--- config.mk ---
export PLATFORM = sky130hd
export DESIGN_NAME = rca_calendar
export DESIGN_NICKNAME = d
export VERILOG_FILES = /design/src/core/rca_pkg.sv /design/src/core/rca_month_len.sv /design/src/core/rca_ahb_port.sv /design/src/core/rca_calendar.sv
export SDC_FILE = /design/constraint.sdc
export NUM_CORES = 1
export LEC_CHECK = 0
export ABC_AREA = 1
export BUFFER_PORTS_ARGS = -buffer_cell sky130_fd_sc_hd__buf_4
export CORE_MARGIN = 8
export CORE_UTILIZATION = 54
export DETAILED_ROUTE_END_ITERATION = 16
export PLACE_DENSITY_LB_ADDON = 0.05
export SETUP_SLACK_MARGIN = 0.02
export SYNTH_ARGS = -nofsm -noshare
export SYNTH_HDL_FRONTEND = slang
export SYNTH_HIERARCHICAL = 1
export SYNTH_SLANG_ARGS = --single-unit
export TNS_END_PERCENT = 20
--- constraint.sdc ---
create_clock -name clk -period 2.29 [get_ports clk]
set_input_delay 0.458 -clock clk [delete_from_list [all_inputs] [get_ports clk]]
set_output_delay 0.458 -clock clk [all_outputs]
set_load 0.02 [all_outputs]
--- src/core/rca_pkg.sv ---
package rca_pkg;

   // register word offsets on the bus (byte addresses, low byte decoded)
   localparam logic [7:0] OFS_WEEKDAY = 8'h00;
   localparam logic [7:0] OFS_DATE = 8'h04;
   localparam logic [7:0] OFS_MONTH = 8'h08;
   localparam logic [7:0] OFS_YEAR = 8'h0C;
   localparam logic [7:0] OFS_SEC_ALARM = 8'h10;
   localparam logic [7:0] OFS_MIN_ALARM = 8'h14;
   localparam logic [7:0] OFS_HOUR_ALARM = 8'h18;
   localparam logic [7:0] OFS_WKDAY_ALARM = 8'h1C;
   localparam logic [7:0] OFS_CTRL_ONE = 8'h20;
   localparam logic [7:0] OFS_CTRL_TWO = 8'h24;

   // field positions
   localparam int ENB_BIT = 7;
   localparam int START_BIT = 0;
   localparam int AIE_BIT = 3;
   localparam int FLAG_BIT = 0;

   // values after reset
   localparam logic [7:0] CTRL_TWO_RESET = 8'h09;
   localparam logic CTRL_ONE_RESET = 1'b0;
   localparam logic ENB_RESET = 1'b0;

   // calendar limits in bcd
   localparam logic [2:0] WEEKDAY_FIRST = 3'h0;
   localparam logic [2:0] WEEKDAY_LAST = 3'h6;
   localparam logic [7:0] DATE_FIRST = 8'h01;
   localparam logic [7:0] MONTH_FIRST = 8'h01;
   localparam logic [7:0] MONTH_LAST = 8'h12;
   localparam logic [7:0] MONTH_FEB = 8'h02;
   localparam logic [7:0] YEAR_FIRST = 8'h00;
   localparam logic [7:0] YEAR_LAST = 8'h99;
   localparam logic [7:0] DAYS_31 = 8'h31;
   localparam logic [7:0] DAYS_30 = 8'h30;
   localparam logic [7:0] DAYS_29 = 8'h29;
   localparam logic [7:0] DAYS_28 = 8'h28;

   typedef enum logic [1:0] {BUS_IDLE, BUS_WRITE, BUS_READ, BUS_RDONE}
      rca_bus_st_t;

   function automatic logic [7:0] rca_bcd_inc(input logic [7:0] v);
      if (v[3:0] == 4'h9) begin
         rca_bcd_inc = {v[7:4] + 4'h1, 4'h0};
      end else begin
         rca_bcd_inc = {v[7:4], v[3:0] + 4'h1};
      end
   endfunction

endpackage

--- src/core/rca_month_len.sv ---
`timescale 1ns/1ns
module rca_month_len
   import rca_pkg::*;
(
   input wire logic [7:0] month,
   input wire logic [7:0] year,
   output logic leap,
   output logic [7:0] last_day
);
   // year mod 4 from bcd: ten is 10 mod 4 = 2, so odd tens add two
   always_comb begin
      leap = ((year[1:0] + {year[4], 1'b0}) == 2'h0);
   end

   always_comb begin
      unique case (month)
         8'h04, 8'h06, 8'h09, 8'h11: last_day = DAYS_30;
         MONTH_FEB: last_day = leap ? DAYS_29 : DAYS_28;
         default: last_day = DAYS_31;
      endcase
   end
endmodule // rca_month_len

--- src/core/rca_ahb_port.sv ---
`timescale 1ns/1ns
module rca_ahb_port
   import rca_pkg::*;
(
   input wire logic clk,
   input wire logic rst,
   input wire logic hsel,
   input wire logic [31:0] haddr,
   input wire logic [1:0] htrans,
   input wire logic hwrite,
   input wire logic [31:0] hwdata,
   input wire logic hready,
   output logic hreadyout,
   output logic hresp,
   output logic [31:0] hrdata,
   output logic [7:0] reg_addr,
   output logic reg_wr,
   output logic [7:0] reg_wdata,
   input wire logic [7:0] reg_rdata
);
   rca_bus_st_t state_q;
   logic [7:0] addr_q;
   logic take;

   // a read costs one wait state so the data leave a register and never
   // race a write landing in the same cycle
   always_comb begin
      take = hsel && htrans[1] && hready && (state_q != BUS_READ);
      reg_addr = addr_q;
      reg_wr = (state_q == BUS_WRITE);
      reg_wdata = hwdata[7:0];
   end

   always_ff @(posedge clk or posedge rst) begin
      if (rst) begin
         state_q <= BUS_IDLE;
         addr_q <= 8'h00;
      end else if (take) begin
         state_q <= hwrite ? BUS_WRITE : BUS_READ;
         addr_q <= haddr[7:0];
      end else if (state_q == BUS_READ) begin
         state_q <= BUS_RDONE;
      end else begin
         state_q <= BUS_IDLE;
      end
   end

   always_ff @(posedge clk or posedge rst) begin
      if (rst) begin
         hreadyout <= 1'b1;
         hrdata <= 32'h0000_0000;
         hresp <= 1'b0;
      end else begin
         hresp <= 1'b0;
         hreadyout <= !(take && !hwrite);
         if (state_q == BUS_READ) begin
            hrdata <= {24'h00_0000, reg_rdata};
         end
      end
   end
endmodule // rca_ahb_port

--- src/core/rca_calendar.sv ---
// Our own choices: the AHB-Lite slave port and the address map.
`timescale 1ns/1ns
module rca_calendar
   import rca_pkg::*;
(
   input wire logic clk,
   input wire logic rst,
   input wire logic hsel,
   input wire logic [31:0] haddr,
   input wire logic [1:0] htrans,
   input wire logic hwrite,
   input wire logic [2:0] hsize,
   input wire logic [31:0] hwdata,
   input wire logic hready,
   output logic hreadyout,
   output logic hresp,
   output logic [31:0] hrdata,
   input wire logic day_carry,
   input wire logic [7:0] seconds_count,
   input wire logic [7:0] minutes_count,
   input wire logic [7:0] hours_count,
   output logic counting,
   output logic alarm_irq
);
   logic [7:0] reg_addr;
   logic reg_wr;
   logic [7:0] reg_wdata;
   logic [7:0] reg_rdata;

   logic [2:0] weekday_q;
   logic [5:0] date_q;
   logic [4:0] month_q;
   logic [7:0] year_q;
   logic [6:0] sec_al_q;
   logic [6:0] min_al_q;
   logic [5:0] hour_al_q;
   logic [2:0] wk_al_q;
   logic [3:0] enb_q;
   logic [7:0] ctrl_two_q;
   logic aie_q;
   logic flag_q;
   logic match_q;

   logic [7:0] date_full;
   logic [7:0] month_full;
   logic [7:0] date_next;
   logic [7:0] month_next;
   logic [7:0] last_day;
   logic leap;
   logic tick;
   logic month_carry;
   logic year_carry;
   logic [3:0] field_eq;
   logic match;
   logic match_rise;
   logic wr_week;
   logic wr_date;
   logic wr_month;
   logic wr_year;
   logic wr_ctrl_one;

   // hsize is accepted but only whole words are meaningful here
   rca_ahb_port u_port (
      .clk(clk),
      .rst(rst),
      .hsel(hsel),
      .haddr(haddr),
      .htrans(htrans),
      .hwrite(hwrite),
      .hwdata(hwdata),
      .hready(hready),
      .hreadyout(hreadyout),
      .hresp(hresp),
      .hrdata(hrdata),
      .reg_addr(reg_addr),
      .reg_wr(reg_wr),
      .reg_wdata(reg_wdata),
      .reg_rdata(reg_rdata)
   );

   rca_month_len u_len (
      .month(month_full),
      .year(year_q),
      .leap(leap),
      .last_day(last_day)
   );

   always_comb begin
      date_full = {2'b00, date_q};
      month_full = {3'b000, month_q};
      date_next = rca_bcd_inc(date_full);
      month_next = rca_bcd_inc(month_full);
      wr_week = reg_wr && (reg_addr == OFS_WEEKDAY);
      wr_date = reg_wr && (reg_addr == OFS_DATE);
      wr_month = reg_wr && (reg_addr == OFS_MONTH);
      wr_year = reg_wr && (reg_addr == OFS_YEAR);
      wr_ctrl_one = reg_wr && (reg_addr == OFS_CTRL_ONE);
   end

   // carry chain; gated by start so a halted clock ignores the hour carry
   always_comb begin
      tick = day_carry && ctrl_two_q[START_BIT];
      month_carry = tick && (date_full == last_day);
      year_carry = month_carry && (month_full == MONTH_LAST);
   end

   // calendar counters carry no reset: they must survive every reset
   always_ff @(posedge clk) begin
      if (wr_week) begin
         weekday_q <= reg_wdata[2:0];
      end else if (tick) begin
         if (weekday_q == WEEKDAY_LAST) begin
            weekday_q <= WEEKDAY_FIRST;
         end else begin
            weekday_q <= weekday_q + 3'h1;
         end
      end
   end

   always_ff @(posedge clk) begin
      if (wr_date) begin
         date_q <= reg_wdata[5:0];
      end else if (month_carry) begin
         date_q <= DATE_FIRST[5:0];
      end else if (tick) begin
         date_q <= date_next[5:0];
      end
   end

   always_ff @(posedge clk) begin
      if (wr_month) begin
         month_q <= reg_wdata[4:0];
      end else if (year_carry) begin
         month_q <= MONTH_FIRST[4:0];
      end else if (month_carry) begin
         month_q <= month_next[4:0];
      end
   end

   always_ff @(posedge clk) begin
      if (wr_year) begin
         year_q <= reg_wdata;
      end else if (year_carry) begin
         if (year_q == YEAR_LAST) begin
            year_q <= YEAR_FIRST;
         end else begin
            year_q <= rca_bcd_inc(year_q);
         end
      end
   end

   // alarm fields keep their value through reset; only enables are cleared
   always_ff @(posedge clk) begin
      if (reg_wr && (reg_addr == OFS_SEC_ALARM)) begin
         sec_al_q <= reg_wdata[6:0];
      end
      if (reg_wr && (reg_addr == OFS_MIN_ALARM)) begin
         min_al_q <= reg_wdata[6:0];
      end
      if (reg_wr && (reg_addr == OFS_HOUR_ALARM)) begin
         hour_al_q <= reg_wdata[5:0];
      end
      if (reg_wr && (reg_addr == OFS_WKDAY_ALARM)) begin
         wk_al_q <= reg_wdata[2:0];
      end
   end

   always_ff @(posedge clk or posedge rst) begin
      if (rst) begin
         enb_q <= {4{ENB_RESET}};
      end else if (reg_wr) begin
         if (reg_addr == OFS_SEC_ALARM) begin
            enb_q[0] <= reg_wdata[ENB_BIT];
         end
         if (reg_addr == OFS_MIN_ALARM) begin
            enb_q[1] <= reg_wdata[ENB_BIT];
         end
         if (reg_addr == OFS_HOUR_ALARM) begin
            enb_q[2] <= reg_wdata[ENB_BIT];
         end
         if (reg_addr == OFS_WKDAY_ALARM) begin
            enb_q[3] <= reg_wdata[ENB_BIT];
         end
      end
   end

   // with no enable set nothing is compared, so no alarm can fire
   always_comb begin
      field_eq[0] = (sec_al_q == seconds_count[6:0]);
      field_eq[1] = (min_al_q == minutes_count[6:0]);
      field_eq[2] = (hour_al_q == hours_count[5:0]);
      field_eq[3] = (wk_al_q == weekday_q);
      match = (|enb_q) && (&(~enb_q | field_eq));
      match_rise = match && !match_q;
   end

   always_ff @(posedge clk or posedge rst) begin
      if (rst) begin
         match_q <= 1'b0;
      end else begin
         match_q <= match;
      end
   end

   // the flag is set on the first cycle of a match only; a level set would
   // refill it at once while the match persists for a whole second
   always_ff @(posedge clk or posedge rst) begin
      if (rst) begin
         flag_q <= CTRL_ONE_RESET;
      end else if (match_rise) begin
         flag_q <= 1'b1;
      end else if (wr_ctrl_one && !reg_wdata[FLAG_BIT]) begin
         flag_q <= 1'b0;
      end
   end

   always_ff @(posedge clk or posedge rst) begin
      if (rst) begin
         aie_q <= CTRL_ONE_RESET;
      end else if (wr_ctrl_one) begin
         aie_q <= reg_wdata[AIE_BIT];
      end
   end

   always_ff @(posedge clk or posedge rst) begin
      if (rst) begin
         ctrl_two_q <= CTRL_TWO_RESET;
      end else if (reg_wr && (reg_addr == OFS_CTRL_TWO)) begin
         ctrl_two_q <= reg_wdata;
      end
   end

   always_ff @(posedge clk or posedge rst) begin
      if (rst) begin
         alarm_irq <= 1'b0;
         counting <= CTRL_TWO_RESET[START_BIT];
      end else begin
         alarm_irq <= flag_q && aie_q;
         counting <= ctrl_two_q[START_BIT];
      end
   end

   // unused and reserved bits read as zero, except ctrl_two, which reads back every bit written
   always_comb begin
      unique case (reg_addr)
         OFS_WEEKDAY: reg_rdata = {5'h00, weekday_q};
         OFS_DATE: reg_rdata = date_full;
         OFS_MONTH: reg_rdata = month_full;
         OFS_YEAR: reg_rdata = year_q;
         OFS_SEC_ALARM: reg_rdata = {enb_q[0], sec_al_q};
         OFS_MIN_ALARM: reg_rdata = {enb_q[1], min_al_q};
         OFS_HOUR_ALARM: reg_rdata = {enb_q[2], 1'b0, hour_al_q};
         OFS_WKDAY_ALARM: reg_rdata = {enb_q[3], 4'h0, wk_al_q};
         OFS_CTRL_ONE: reg_rdata = {4'h0, aie_q, 2'b00, flag_q};
         OFS_CTRL_TWO: reg_rdata = ctrl_two_q;
         default: reg_rdata = 8'h00;
      endcase
   end
endmodule // rca_calendar

* Yosys cells after proc, flatten, opt, wreduce, memory -nomap -nowiden
Cells that the tools add are included.
** Storage, ports and cells
- Logic and storage cells :: 131
- Bits in registers :: 81
- Input port bits :: 99
** Operators by class
- Bitwise logic cells :: 2
- Reductions and logical operators :: 45
- Add/subtract/negate cells :: 8
- Equal/unequal tests :: 28
- Muxes and demuxes :: 23
** Operators with widths (count)
- $pmux 8 s10 :: 1
- $eq 8x5->1 const B :: 4
- $mux 8 :: 4
- $mux 6 :: 4
- $logic_and 1x1->1 :: 21
- $mux 5 :: 4
- $add 4x1->4 const B :: 4
- $eq 8x4->1 const B :: 2
- $eq 8x6->1 const B :: 2
- $pmux 8 s2 :: 1
- $reduce_bool 3->1 :: 5
- $eq 7x7->1 :: 2
- $reduce_and 2->1 :: 7
- $eq 4x4->1 const B :: 3
- $eq 5x3->1 const B :: 2
- $eq 5x5->1 const B :: 2
- $mux 3 :: 3
- $eq 6x8->1 :: 1
- $eq 8x3->1 const B :: 1
- $eq 8x8->1 const B :: 1
- $logic_not 8->1 :: 1
- $reduce_or 4->1 :: 2
- $eq 6x6->1 :: 1
- $mux 2 :: 3
- other kinds (18) :: 25

* Longest topological paths before layout
Gate-level depths: netlist (run 1).
- Depth in word-level cells :: 9
- Mapped depth :: 16

* Hierarchy
Netlist (run 1), hierarchy kept.
** By module, submodules not included
- rca_calendar :: seq. area each 1780.5 µm², instances 1, cells an instance 465, area each 3866.2 µm²
- rca_ahb_port :: seq. area each 476.7 µm², instances 1, cells an instance 117, area each 1026.0 µm²
- rca_month_len :: seq. area each 0.0 µm², instances 1, cells an instance 36, area each 175.2 µm²

* Worst setup path after synthesis (run 1)
OpenSTA, ideal clock, no wires.
- Kind :: reg2reg
- From :: register month_q[3]
- To :: register year_q[4], enable pin
- Clock period less this slack :: 2000 ps
- Required time :: 1955 ps
- Path slack :: 290 ps
- Library setup time :: 335 ps
- Arrival time :: 1665 ps
- Buffers on the path :: 0
- Cell stages (with the launch flop) :: 14
- Cell sequence :: edfxtp_1 -> nor2_2 -> inv_1 -> nor2_2 -> nand2_2 -> nor2_2 -> nor2_1 -> nand2_1 -> nand2_1 -> nor2_1 -> nand2_1 -> nor2_4 -> nand2_1 -> o21ai_1
** Between the ends
- Word-level cells in the longest chain between the ends :: 8
- Elaborated cells on any way between the ends :: 13
- Those cells by class :: eq/ne (7); mux (1); reduce/logical (5)
** RTL lines
- start: declaration :: line rca_calendar.sv:32 : logic [4:0] month_q;
- start signal: assignment :: line rca_calendar.sv:132 : month_q <= reg_wdata[4:0];
- start signal: assignment :: line rca_calendar.sv:134 : month_q <= MONTH_FIRST[4:0];
- start signal: assignment :: line rca_calendar.sv:136 : month_q <= month_next[4:0];
- $eq 5x3->1 (tied with other cells) :: line rca_month_len.sv:16 : unique case (month)
- $reduce_or 4->1 :: line rca_month_len.sv:16
- $pmux 8 s2 (*) :: line rca_month_len.sv:16
- via last_day[4] :: line rca_calendar.sv:48 : logic [7:0] last_day;
- $eq 6x8->1 (*) :: line rca_calendar.sv:103 : month_carry = tick && (date_full == last_day);
- $logic_and 1x1->1 (*) :: line rca_calendar.sv:103
- $logic_and 1x1->1 (*) :: line rca_calendar.sv:104 : year_carry = month_carry && (month_full == MONTH_LAST);
- $reduce_bool 2->1 (no line) (*)
- $reduce_and 2->1 (no line) (*)
- end signal: assignment :: line rca_calendar.sv:142 : year_q <= reg_wdata;
- end signal: assignment :: line rca_calendar.sv:147 : year_q <= rca_bcd_inc(year_q);
- end: declaration :: line rca_calendar.sv:33 : logic [7:0] year_q;
Mark *: on every way through the listed nets, which the timed path passes. The rest lies on a longest branch.
A chain may end at the register's enable or synchronous reset.

* Worst setup path after layout (run 1)
- From :: register month_q[4]
- To :: register year_q[6], enable pin
The elaborated chain is that of the path after synthesis.

==> summary.txt, run 1 <==
CTS
  • CTS tree: built
  • Master cell of the clock root buffer: clkbuf_8
  • Clock-pin slew of the registers on the worst-case setup and hold paths: ~0.09 ns
  • # resized after CTS: 0
  • Clock latency of the later-clocked register in the worst-skew pair: 0.36 ns
  • CTS buffer count: 9
  • Count of clock tree sinks: a little over 80
  • H-tree lvl count: 3
  • Number of buffers on the longest clock path: 2

Timing
  • Aggregate negative setup slack: 0 ns
  • Minimum period implied by the final worst setup slack: ~2.1 ns
  • Setup violators final: 0
  • Setup repair after global routing missed its margin: no
  • Slew of the pin with the lowest slew margin: ~0.73 ns
  • Upper clock frequency limit: about 480 MHz
  • Worst max-slew margin expressed relative to the limit: between 50% and 60%
  • Final hold violation count: 0
  • Clock tree skew after final layout: about 0.011 ns
  • Slew Viols, Final: 0
  • Ratio of final minimum period to clock period: around nine tenths

Setup path
  • Crit-path slowest cell: edfxtp_1
  • Most numerous cell on the critical path: nand2_1
  • Start-to-end type of the worst setup path: reg -> reg
  • Delay of the slowest cell on the worst path: approximately 0.47 ns
  • Required time of the critical path: roughly 2.4 ns
  • Largest fanout on the critical path: 4
  • Setup crit start: month_q[4]
  • Worst reg2reg setup slack: 0.20 ns
  • Critical R2R Capture: year_q[6]
  • Cells traversed along the worst timing path: nor2_1, and2_4, nand2_2, nor2_2, nor2_1, nand2_1, nand2_1, nor2_1, nand2_1, nor2_4, nand2_1, o21ai_1, buf_4
  • Arrival time of data at the critical path endpoint: between 2 and 2.5 ns
  • Worst reg2reg path startpoint: month_q[4]
  • Length in cells of the worst reg-to-reg path: 13
  • Kind of end point of the critical path: flip-flop
  • Startpoint class of the critical path: flip-flop

Yosys
  • Share of flip-flops with an asynchronous set or reset: between 40% and 50%
  • Synthesis warning total: 6
  • Number of register bits inferred by synthesis: 81
  • Synthesized area: 0.005067 sq mm
  • Distinct cell type count after synthesis: 42
  • Area share of the largest cell type after synthesis: a little over a quarter
  • Cell type with the largest total area after synthesis: edfxtp_1
  • Number of enable flip-flop cells after synthesis: 45
  • Mean cell area of the mapped netlist: a little over 8 sq um
  • Post-Synthesis Cells: a little over 600
  • Sequential cell area fraction in the yosys report: ~45%
  • Synth top area cells: edfxtp_1 27%, dfrtp_1 16%, nand2_1 13%
  • Most used flip-flop cell after synthesis: edfxtp_1

Power and ir drop
  • Internal Dissipation: 3.002 mW
  • Fraction of power spent switching nets: between 30% and 40%
  • Sequential cell fraction of total power: a little under half
  • Fraction of power consumed by the clock network: 22.3%
  • P per Cell Area: 859.0 mW/mm^2
  • IR Drop Worst-Case VDD: between 0.0003 and 0.0004 V
  • Net Switching: approximately 1.8 mW
  • Leakage power figure: around 2.9 nW
  • Total power after layout: 4.828 mW
  • Combinational group share of total power: 32.1%

Drt
  • Detailed-routing iteration count for the pre-antenna-repair pass: 5
  • Number of DRC markers in iteration 0: 250
  • DRC errors left: 0
  • Vias per cell: about 5.1
  • Antenna Nets Post-Route: 0
  • Final routed wire length divided by cell count: around 15 um
  • Overall via count from detail_route: a little over 4000
  • Drt total wl: about 12 mm

Worst hold path
  • Worst min-delay path category: in -> async

Global routing
  • Largest net degree at the start of global routing: 21
  • Number of antenna violations at the first check in global routing: 0
  • Leftover overflow at the end of global routing: 0
  • First-pass GRT wire length: slightly below 20 mm
  • Number of global-route vias before repair: between 3000 and 4000
  • Global Route Usage Sum: between 15 and 20%

Layout
  • Number of filler cells placed in the layout: between 800 and 900
  • Final Net Count: 781
  • Leading cell types in the layout, fill and taps excluded: 170 x nand2_1, 94 x inv_1, 62 x buf_4, 45 x edfxtp_1, 42 x nand3_1
  • Most common cell after layout, fill and taps aside: nand2_1
  • Ratio of cells with drive above 1 in the final layout: a little under a fifth
  • Area Growth Syn to Fin: 10.91%
  • Final std cell area, no fill: 0.005620 sq mm
  • Count of antenna diodes in the layout: 0

Placement
  • Global placer's final weighted congestion: 0.8621
  • Standard cell area after detailed placement: about 0.0054 sq mm
  • Post-DP HPWL: roughly 9.6 mm
  • Port Buffer Count: 53

Die
  • Die extent in x: around 110 um
  • Overall die area: approximately 0.013 sq mm
  • Number of top-level pins: roughly 140
  • Num rows: 35
  • Core region area: about 0.0092 sq mm
  • Die span in y: roughly 110 um
  • Effective utilization at floorplan: 55.37%

Job
  • Count of maximum capacitance violations: 0

Status
  • Run status: completed
## metrics by stage
step                cells  setup WS (ns)  util, %  hold slack, ns
floorplan             648         0.2899        -          0.3606
global placement      774         0.1991    59.06          0.3647
detailed placement    774         0.1782    59.06          0.3720
CTS                   790         0.1783    61.24          0.2152
global route          792        0.01691    61.41          0.2392
finish                792         0.2002    61.41          0.1959
## worst max-delay path, delay by kind of cell (launching register included)
family,cells,cell delay [ns]
AO/OA/AOI/OAI,1,0.14
AND/OR/NAND/NOR,11,1.06
buffers and inverters,1,0.15
flip-flops,1,0.47
## layer usage
| metal | vias up | track usage (%) | part of all wire, % |
|---|---|---|---|
| li1 | 2004 | - | - |
| met1 | 1887 | 24.39 | 42 |
| met2 | 139 | 31.56 | 47 |
| met3 | 21 | 5.591 | 8.7 |
| met4 | 0 | 7.549 | 2.3 |
| met5 | - | 0 | 0 |
## state kept, by name, indices dropped and copies added (netlist names), 4 cells and up
register / flops
u_port/hrdata: 8
hour_al_q: 6
min_al_q: 7
enb_q: 4
u_port/reg_addr: 8
sec_al_q: 7
date_q: 6
ctrl_two_q: 8
year_q: 8
month_q: 5
## synth_stat cells, types with 2 or more instances
cell type and instances:
nor2_8 3, nand3b_1 5, inv_1 94, dfstp_2 4
nand3_1 42, dfrtp_1 32, nand2_4 4, o21ai_1 9
edfxtp_1 45, xnor2_1 9, inv_2 6, o22ai_1 15
o21a_1 2, nor2_4 7, buf_4 39, nor2_1 35
nand2_1 170, conb_1 4, nand4_1 3, ha_1 6
a21oi_1 8, a22oi_1 2, buf_6 5, o21ai_0 28
xor2_1 8, o21ai_2 5, nor2_2 8, nand2_2 6
## what timing repair did
item | 4_1_cts | 5_1_grt
setup endpoints to repair | 0 | 4
hold buffers | 0 | 0
buffers inserted | 0 | 2
## cell families after synthesis
group	after synthesis	synth area share, %
fa+ha+maj	6	1.481
other cells	4	0.2962
compound gates	73	8.444
flops	81	44.54
buf+inv	148	15.14
simple gates	289	27.16
xor+xnor	17	2.938
## power by group through the flow
stage	Combinational (mW)	Sequential, mW	Clock [mW]
final	1.55	2.20	1.08
after global routing	1.74	2.25	1.16
after CTS	1.55	2.21	1.10
after detailed placement	1.54	2.24	0
after global placement	1.50	2.22	0
after floorplan	1.16	2.23	0
## area by class of cell
cell class                      instances  area, sq um  area share, %
Sequential cell                        81         2257          40.16
Multi-Input combinational cell        419         2156          38.36
Timing Repair Buffer                   62        465.4          8.281
Inverter                              103        402.9          7.168
Tap cell                              111        138.9          2.471
Clock buffer                            9        123.9          2.204
Clock inverter                          7        76.32          1.358
## worst max-delay path by stage
| stage | to | slack [ns] |
|---|---|---|
| after floorplan | year_q[4] | 0.29 |
| after global placement | year_q[7] | 0.20 |
| after detailed placement | year_q[7] | 0.18 |
| after CTS | year_q[7] | 0.18 |
| after global routing | year_q[5] | 0.02 |
| final | year_q[6] | 0.20 |
Note: power is estimated with default switching activity, not from simulation.
==> run 2, diff against run 1 <==
Settings changed: RECOVER_POWER from default to 100.
==> run 2 against run 1 <==
Net effect:
- core utilization down 2.0 points
- register-to-register slack about the same
- non-clock buffer count unchanged
- largest cell class unchanged
- via count down 0.30%
- first-iteration DRC count up 4.8%
- sequential power about the same
- power down 4.1%
- critical path depth unchanged
- largest power group unchanged
- final area down 3.3%
==> summary.txt, run 2 (synthesis results as in run 1) <==
Placement
  • Standard cell area after detailed placement: 0.005405 sq mm (unchanged)
  • Post-DP HPWL: 9.597 mm (unchanged)
  • Port Buffer Count: 53 (unchanged)
  • Global placer's final weighted congestion: 0.8621 (unchanged)
  • Pre-CTS setup slack: 0.1782 ns (unchanged)

Timing
  • Final hold violation count: 0 (unchanged)
  • Clock tree skew after final layout: 0.01178 ns (+0.0003438 ns)
  • Worst max-slew margin expressed relative to the limit: 50.37% (-0.92 points)
  • Slew Viols, Final: 0 (unchanged)
  • Ratio of final minimum period to clock period: 91.38% (+0.12 points)
  • Aggregate negative setup slack: 0 ns (unchanged)
  • Setup violators final: 0 (unchanged)
  • Worst setup slack after layout: 0.1974 ns (-0.002728 ns)
  • Slew of the pin with the lowest slew margin: 0.7436 ns (+0.01380 ns)
  • Setup repair after global routing missed its margin: no
  • Minimum period implied by the final worst setup slack: 2.093 ns (+0.002728 ns)
  • Upper clock frequency limit: 477.9 MHz (-0.13%)

Power and ir drop
  • P per Cell Area: 852.0 mW/mm^2 (-0.82%)
  • IR Drop Worst-Case VDD: 0.0003568 V (-7.2%)
  • Leakage power figure: 2.740 nW (-4.7%)
  • Total power after layout: 4.631 mW (-4.1%)

Layout
  • Most common cell after layout, fill and taps aside: nand2_1
  • Final std cell area, no fill: 0.005435 sq mm (-3.3%)
  • Register area: 0.002257 sq mm (unchanged)
  • Ratio of cells with drive above 1 in the final layout: 12.78% (-6.0 points)
  • Number of filler cells placed in the layout: 873 (+5.2%)
  • Final Net Count: 781 (unchanged)
  • Area Growth Syn to Fin: 7.259%
  • Area used by multi-input combinational logic: 0.002044 sq mm (-5.2%)
  • Count of antenna diodes in the layout: 0 (unchanged)
  • Leading cell types in the layout, fill and taps excluded: 176 x nand2_1, 96 x inv_1, 45 x edfxtp_1, 43 x nand3_1, 41 x buf_4

CTS
  • Post-cts hold buffer count: 0 (unchanged)
  • Setup Buffers After CTS: 0 (unchanged)
  • Clock latency of the later-clocked register in the worst-skew pair: 0.36 ns (about the same)
  • Number of buffers on the longest clock path: 2 (unchanged)
  • # resized after CTS: 0 (unchanged)
  • Master cell of the clock root buffer: clkbuf_8
  • Clock-pin slew of the registers on the worst-case setup and hold paths: 0.09 ns (about the same)
  • Count of clock tree sinks: 81 (unchanged)
  • CTS buffer count: 9 (unchanged)
  • CTS tree: built
  • H-tree lvl count: 3 (unchanged)

Drt
  • Antenna Nets Post-Route: 0 (unchanged)
  • DRC errors left: 0 (unchanged)
  • Number of DRC markers in iteration 0: 262 (+4.8%)
  • Routed wire length on met2: 5.694 mm (-0.75%)
  • Detailed-routing wirelength on met1: 5.237 mm (+3.3%)
  • Vias per cell: 5.100 (-0.30%)
  • Detailed-routing iteration count for the pre-antenna-repair pass: 5 (unchanged)
  • Length of routed met3 wiring: 1.031 mm (-2.9%)
  • Top layer reached by signal wires: met4
  • Overall via count from detail_route: 4039 (-0.30%)
  • Final routed wire length divided by cell count: 15.48 um (+0.89%)
  • Drt total wl: 12.26 mm (+0.89%)

Die
  • Die extent in x: 112.9 um (unchanged)
  • Number of top-level pins: 135 (unchanged)
  • Core region area: 0.009153 sq mm (unchanged)
  • Num rows: 35 (unchanged)
  • Effective utilization at floorplan: 55.37% (unchanged)
  • Overall die area: 0.01274 sq mm (unchanged)
  • Die span in y: 112.9 um (unchanged)

Global routing
  • Largest net degree at the start of global routing: 21 (unchanged)
  • Number of antenna violations at the first check in global routing: 0 (unchanged)
  • First-pass GRT wire length: 19.54 mm (unchanged)
  • Global Route Usage Sum: 19.59% (unchanged)
  • Number of global-route vias before repair: 3951 (unchanged)
  • Leftover overflow at the end of global routing: 0 (unchanged)

Setup path
  • Startpoint class of the critical path: flip-flop
  • Largest fanout on the critical path: 4 (unchanged)
  • Kind of end point of the critical path: flip-flop
  • Arrival time of data at the critical path endpoint: 2.16 ns (about the same)
  • Start-to-end type of the worst setup path: reg -> reg
  • Required time of the critical path: 2.36 ns (about the same)

Job
  • Count of maximum capacitance violations: 0 (unchanged)

Worst hold path
  • Worst min-delay path category: in -> async

Status
  • Run status: completed
## run 2: cell count changes in the layout (fill, tap and decap cells not counted), sizes merged
cell / before / now
buf: 62 / 41
clkbuf: 9 / 30
## run 2: worst max-delay path, cell delays in order, from the launching register on
cell and delay [ns]:
edfxtp_1 0.47, nor2_1 0.12, and2_4 0.15, nand2_2 0.06, nor2_1 0.09, nor2_1 0.06
nand2_1 0.06, nand2_1 0.05, nor2_1 0.09, nand2_1 0.09, nor2_4 0.12, nand2_1 0.12
o21ai_1 0.14, clkbuf_2 0.17
## run 2: metal layers
layer | vias to the layer above | GRT usage [%]
met3 | 23 | 5.591
met5 | - | 0
li1 | 2000 | -
met1 | 1880 | 24.39
met2 | 136 | 31.56
met4 | 0 | 7.549
## run 2: cell type report
cell class	count	share of cell area [%]
multi-input combinational	419	37.62
clock buffer	9	2.279
clock inverter	7	1.404
sequential	81	41.53
tap	111	2.555
inverter	103	7.413
timing repair buffer	62	7.205
## run 2: worst paths after layout
kind | startpoint | end | slack [ns] | cells past startpoint
max reg2reg | month_q[4] | year_q[6] | 0.20 | 13
min in group clk | hwrite | u_port/state_q[0] | 0.30 | 3
max | month_q[4] | year_q[6] | 0.20 | 13
min reg2reg | ctrl_two_q[0] | counting | 0.39 | 0
min | rst | ctrl_two_q[1] | 0.19 | 2
max in group asynchronous | rst | u_port/hrdata[6] | 1.58 | 2
## run 2: report_power, final
part / switching [mW] / leakage [nW] / internal [mW]
combinational: 0.904 / 1.80 / 0.465
clock: 0.563 / 0.102 / 0.515
sequential: 0.275 / 0.838 / 1.91
## run 2: through the flow
stage,hold WS (ns),utilization [%],instances
after floorplan,0.3606,-,648
after global placement,0.3647,59.06,774
after detailed placement,0.3720,59.06,774
after CTS,0.2152,61.24,790
after global routing,0.2456,59.38,792
final,0.1920,59.38,792
==> run 3, diff against run 2 <==
Settings changed: CORE_ASPECT_RATIO from default to 0.5.
==> run 3 against run 2 <==
Net effect:
- sequential share of layout area is 1.0 points lower
- final cell count is 1.5% higher
- via count is 0.82% higher
- setup slack worse by 0.059 ns
- register-to-register slack worse by 0.06 ns
- combinational power is 4% higher
- flip-flop and latch count stayed put
- power is 8.9% higher
- hold slack better by 0.042 ns
==> summary.txt, run 3 (synthesis results as in run 1) <==
Die
  • Effective utilization at floorplan: 54.55% (-0.82 points)
  • Num rows: 25 (-29%)
  • Die span in y: 84.50 um (-25%)
  • Overall die area: 0.01293 sq mm (+1.5%)
  • Core region area: 0.009290 sq mm (+1.5%)
  • Die extent in x: 153.0 um (+36%)
  • Number of top-level pins: 135 (unchanged)

Worst hold path
  • Worst min-delay path category: in -> async

Layout
  • Final Net Count: 783 (+0.26%)
  • Area Growth Syn to Fin: 10.00%
  • Count of antenna diodes in the layout: 0 (unchanged)
  • Leading cell types in the layout, fill and taps excluded: 172 x nand2_1, 97 x inv_1, 45 x edfxtp_1, 43 x nand3_1, 41 x buf_4
  • Ratio of cells with drive above 1 in the final layout: 13.47% (+0.69 points)
  • Most common cell after layout, fill and taps aside: nand2_1
  • Number of filler cells placed in the layout: 855 (-2.1%)
  • Final core utilization: 60.00% (+0.62 points)

Global routing
  • First-pass GRT wire length: 19.93 mm (+2.0%)
  • Number of global-route vias before repair: 3825 (-3.2%)
  • Global Route Usage Sum: 19.66% (+0.074 points)
  • Number of antenna violations at the first check in global routing: 0 (unchanged)
  • Leftover overflow at the end of global routing: 0 (unchanged)
  • Largest net degree at the start of global routing: 21 (unchanged)

Drt
  • Vias per cell: 5.065 (-0.69%)
  • Overall via count from detail_route: 4072 (+0.82%)
  • DRC errors left: 0 (unchanged)
  • Number of DRC markers in iteration 0: 394 (+50%)
  • Detailed-routing iteration count for the pre-antenna-repair pass: 5 (unchanged)
  • Drt total wl: 12.56 mm (+2.4%)
  • Final routed wire length divided by cell count: 15.62 um (+0.88%)
  • Antenna Nets Post-Route: 0 (unchanged)

CTS
  • Master cell of the clock root buffer: clkbuf_16
  • Clock latency of the later-clocked register in the worst-skew pair: 0.34 ns (-0.02 ns)
  • CTS tree: built
  • CTS buffer count: 9 (unchanged)
  • Count of clock tree sinks: 81 (unchanged)
  • H-tree lvl count: 3 (unchanged)
  • Number of buffers on the longest clock path: 2 (unchanged)
  • Post-cts hold buffer count: 0 (unchanged)
  • Clock-pin slew of the registers on the worst-case setup and hold paths: 0.06 ns (-0.03 ns)
  • # resized after CTS: 0 (unchanged)

Power and ir drop
  • P per Cell Area: 904.8 mW/mm^2 (+6.2%)
  • IR Drop Worst-Case VDD: 0.0005289 V (+48%)
  • Leakage power figure: 2.779 nW (+1.5%)

Timing
  • Ratio of final minimum period to clock period: 93.98% (+2.6 points)
  • Worst max-slew margin expressed relative to the limit: 50.04% (-0.34 points)
  • Final hold violation count: 0 (unchanged)
  • Clock tree skew after final layout: 0.007130 ns (-0.004653 ns)
  • Upper clock frequency limit: 464.7 MHz (-2.8%)
  • Slew of the pin with the lowest slew margin: 0.7467 ns (+0.003096 ns)
  • Setup repair after global routing missed its margin: no
  • Setup violators final: 0 (unchanged)
  • Slew Viols, Final: 0 (unchanged)
  • Aggregate negative setup slack: 0 ns (unchanged)
  • Minimum period implied by the final worst setup slack: 2.152 ns (+0.05948 ns)

Setup path
  • Start-to-end type of the worst setup path: reg -> reg
  • Arrival time of data at the critical path endpoint: 2.21 ns (+0.05 ns)
  • Kind of end point of the critical path: flip-flop
  • Largest fanout on the critical path: 6 (+2)
  • Startpoint class of the critical path: flip-flop
  • Required time of the critical path: 2.35 ns (about the same)

Status
  • Run status: completed

Placement
  • Post-DP HPWL: 9.689 mm (+0.96%)
  • Global placer's final weighted congestion: 0.8870 (+2.9%)
  • Port Buffer Count: 53 (unchanged)

Job
  • Count of maximum capacitance violations: 0 (unchanged)
run 3: cell type report:
cell class | count | area (sq um) | area share (%)
Inverter | 103 | 402.9 | 7.228
Clock inverter | 3 | 20.02 | 0.3591
Tap cell | 121 | 151.4 | 2.716
Multi-Input combinational cell | 419 | 2061 | 36.97
Clock buffer | 13 | 281.5 | 5.051
Sequential cell | 81 | 2257 | 40.49
Timing Repair Buffer | 64 | 400.4 | 7.183
run 3: worst max-delay path, stage by stage, from the launching register on:
cell	delay (ns)
dfrtp_1	0.41
nor2_1	0.19
nand3_1	0.20
nor2_1	0.39
inv_4	0.10
nor2_4	0.20
nor2_1	0.16
nand2_4	0.10
nand2_2	0.04
inv_1	0.07
run 3: where the power goes:
group,switching [mW],total (mW),internal (mW)
Clock,0.577,1.44,0.861
Sequential,0.263,2.18,1.91
Combinational,0.954,1.43,0.477
run 3: stage by stage:
step / total power [mW] / instances / worst slack (ns) / area, sq um / hold slack (ns)
floorplan: 3.388 / 648 / 0.2899 / 5180 / 0.3606
global placement: 3.767 / 787 / 0.1808 / 5440 / 0.3626
detailed placement: 3.802 / 787 / 0.1546 / 5440 / 0.3635
CTS: 5.231 / 803 / 0.1459 / 5742 / 0.2654
global route: 5.335 / 804 / 0.01517 / 5574 / 0.2872
finish: 5.043 / 804 / 0.1380 / 5574 / 0.2340
run 3: routing by layer:
metal	up-vias	global-route usage, %	wire, um
met5	-	0	0
met2	162	28.69	5238
met3	11	5.943	1233
met4	0	4.456	113
met1	1890	27.98	5974
li1	2009	-	-
run 3: worst paths after layout:
kind | startpoint | end | slack (ns) | cells after the start
max in group asynchronous | rst | u_port/hrdata[6] | 1.59 | 2
max | u_port/reg_addr[1] | date_q[4] | 0.14 | 9
max reg2reg | u_port/reg_addr[1] | date_q[4] | 0.14 | 9
min in group clk | hwrite | u_port/state_q[0] | 0.32 | 3
min | rst | alarm_irq | 0.23 | 2
min reg2reg | ctrl_two_q[0] | counting | 0.38 | 0
run 3: timing repair:
item,CTS,global route
hold endpoints to repair,0,0
buffers inserted,0,1
setup endpoints to repair,0,5
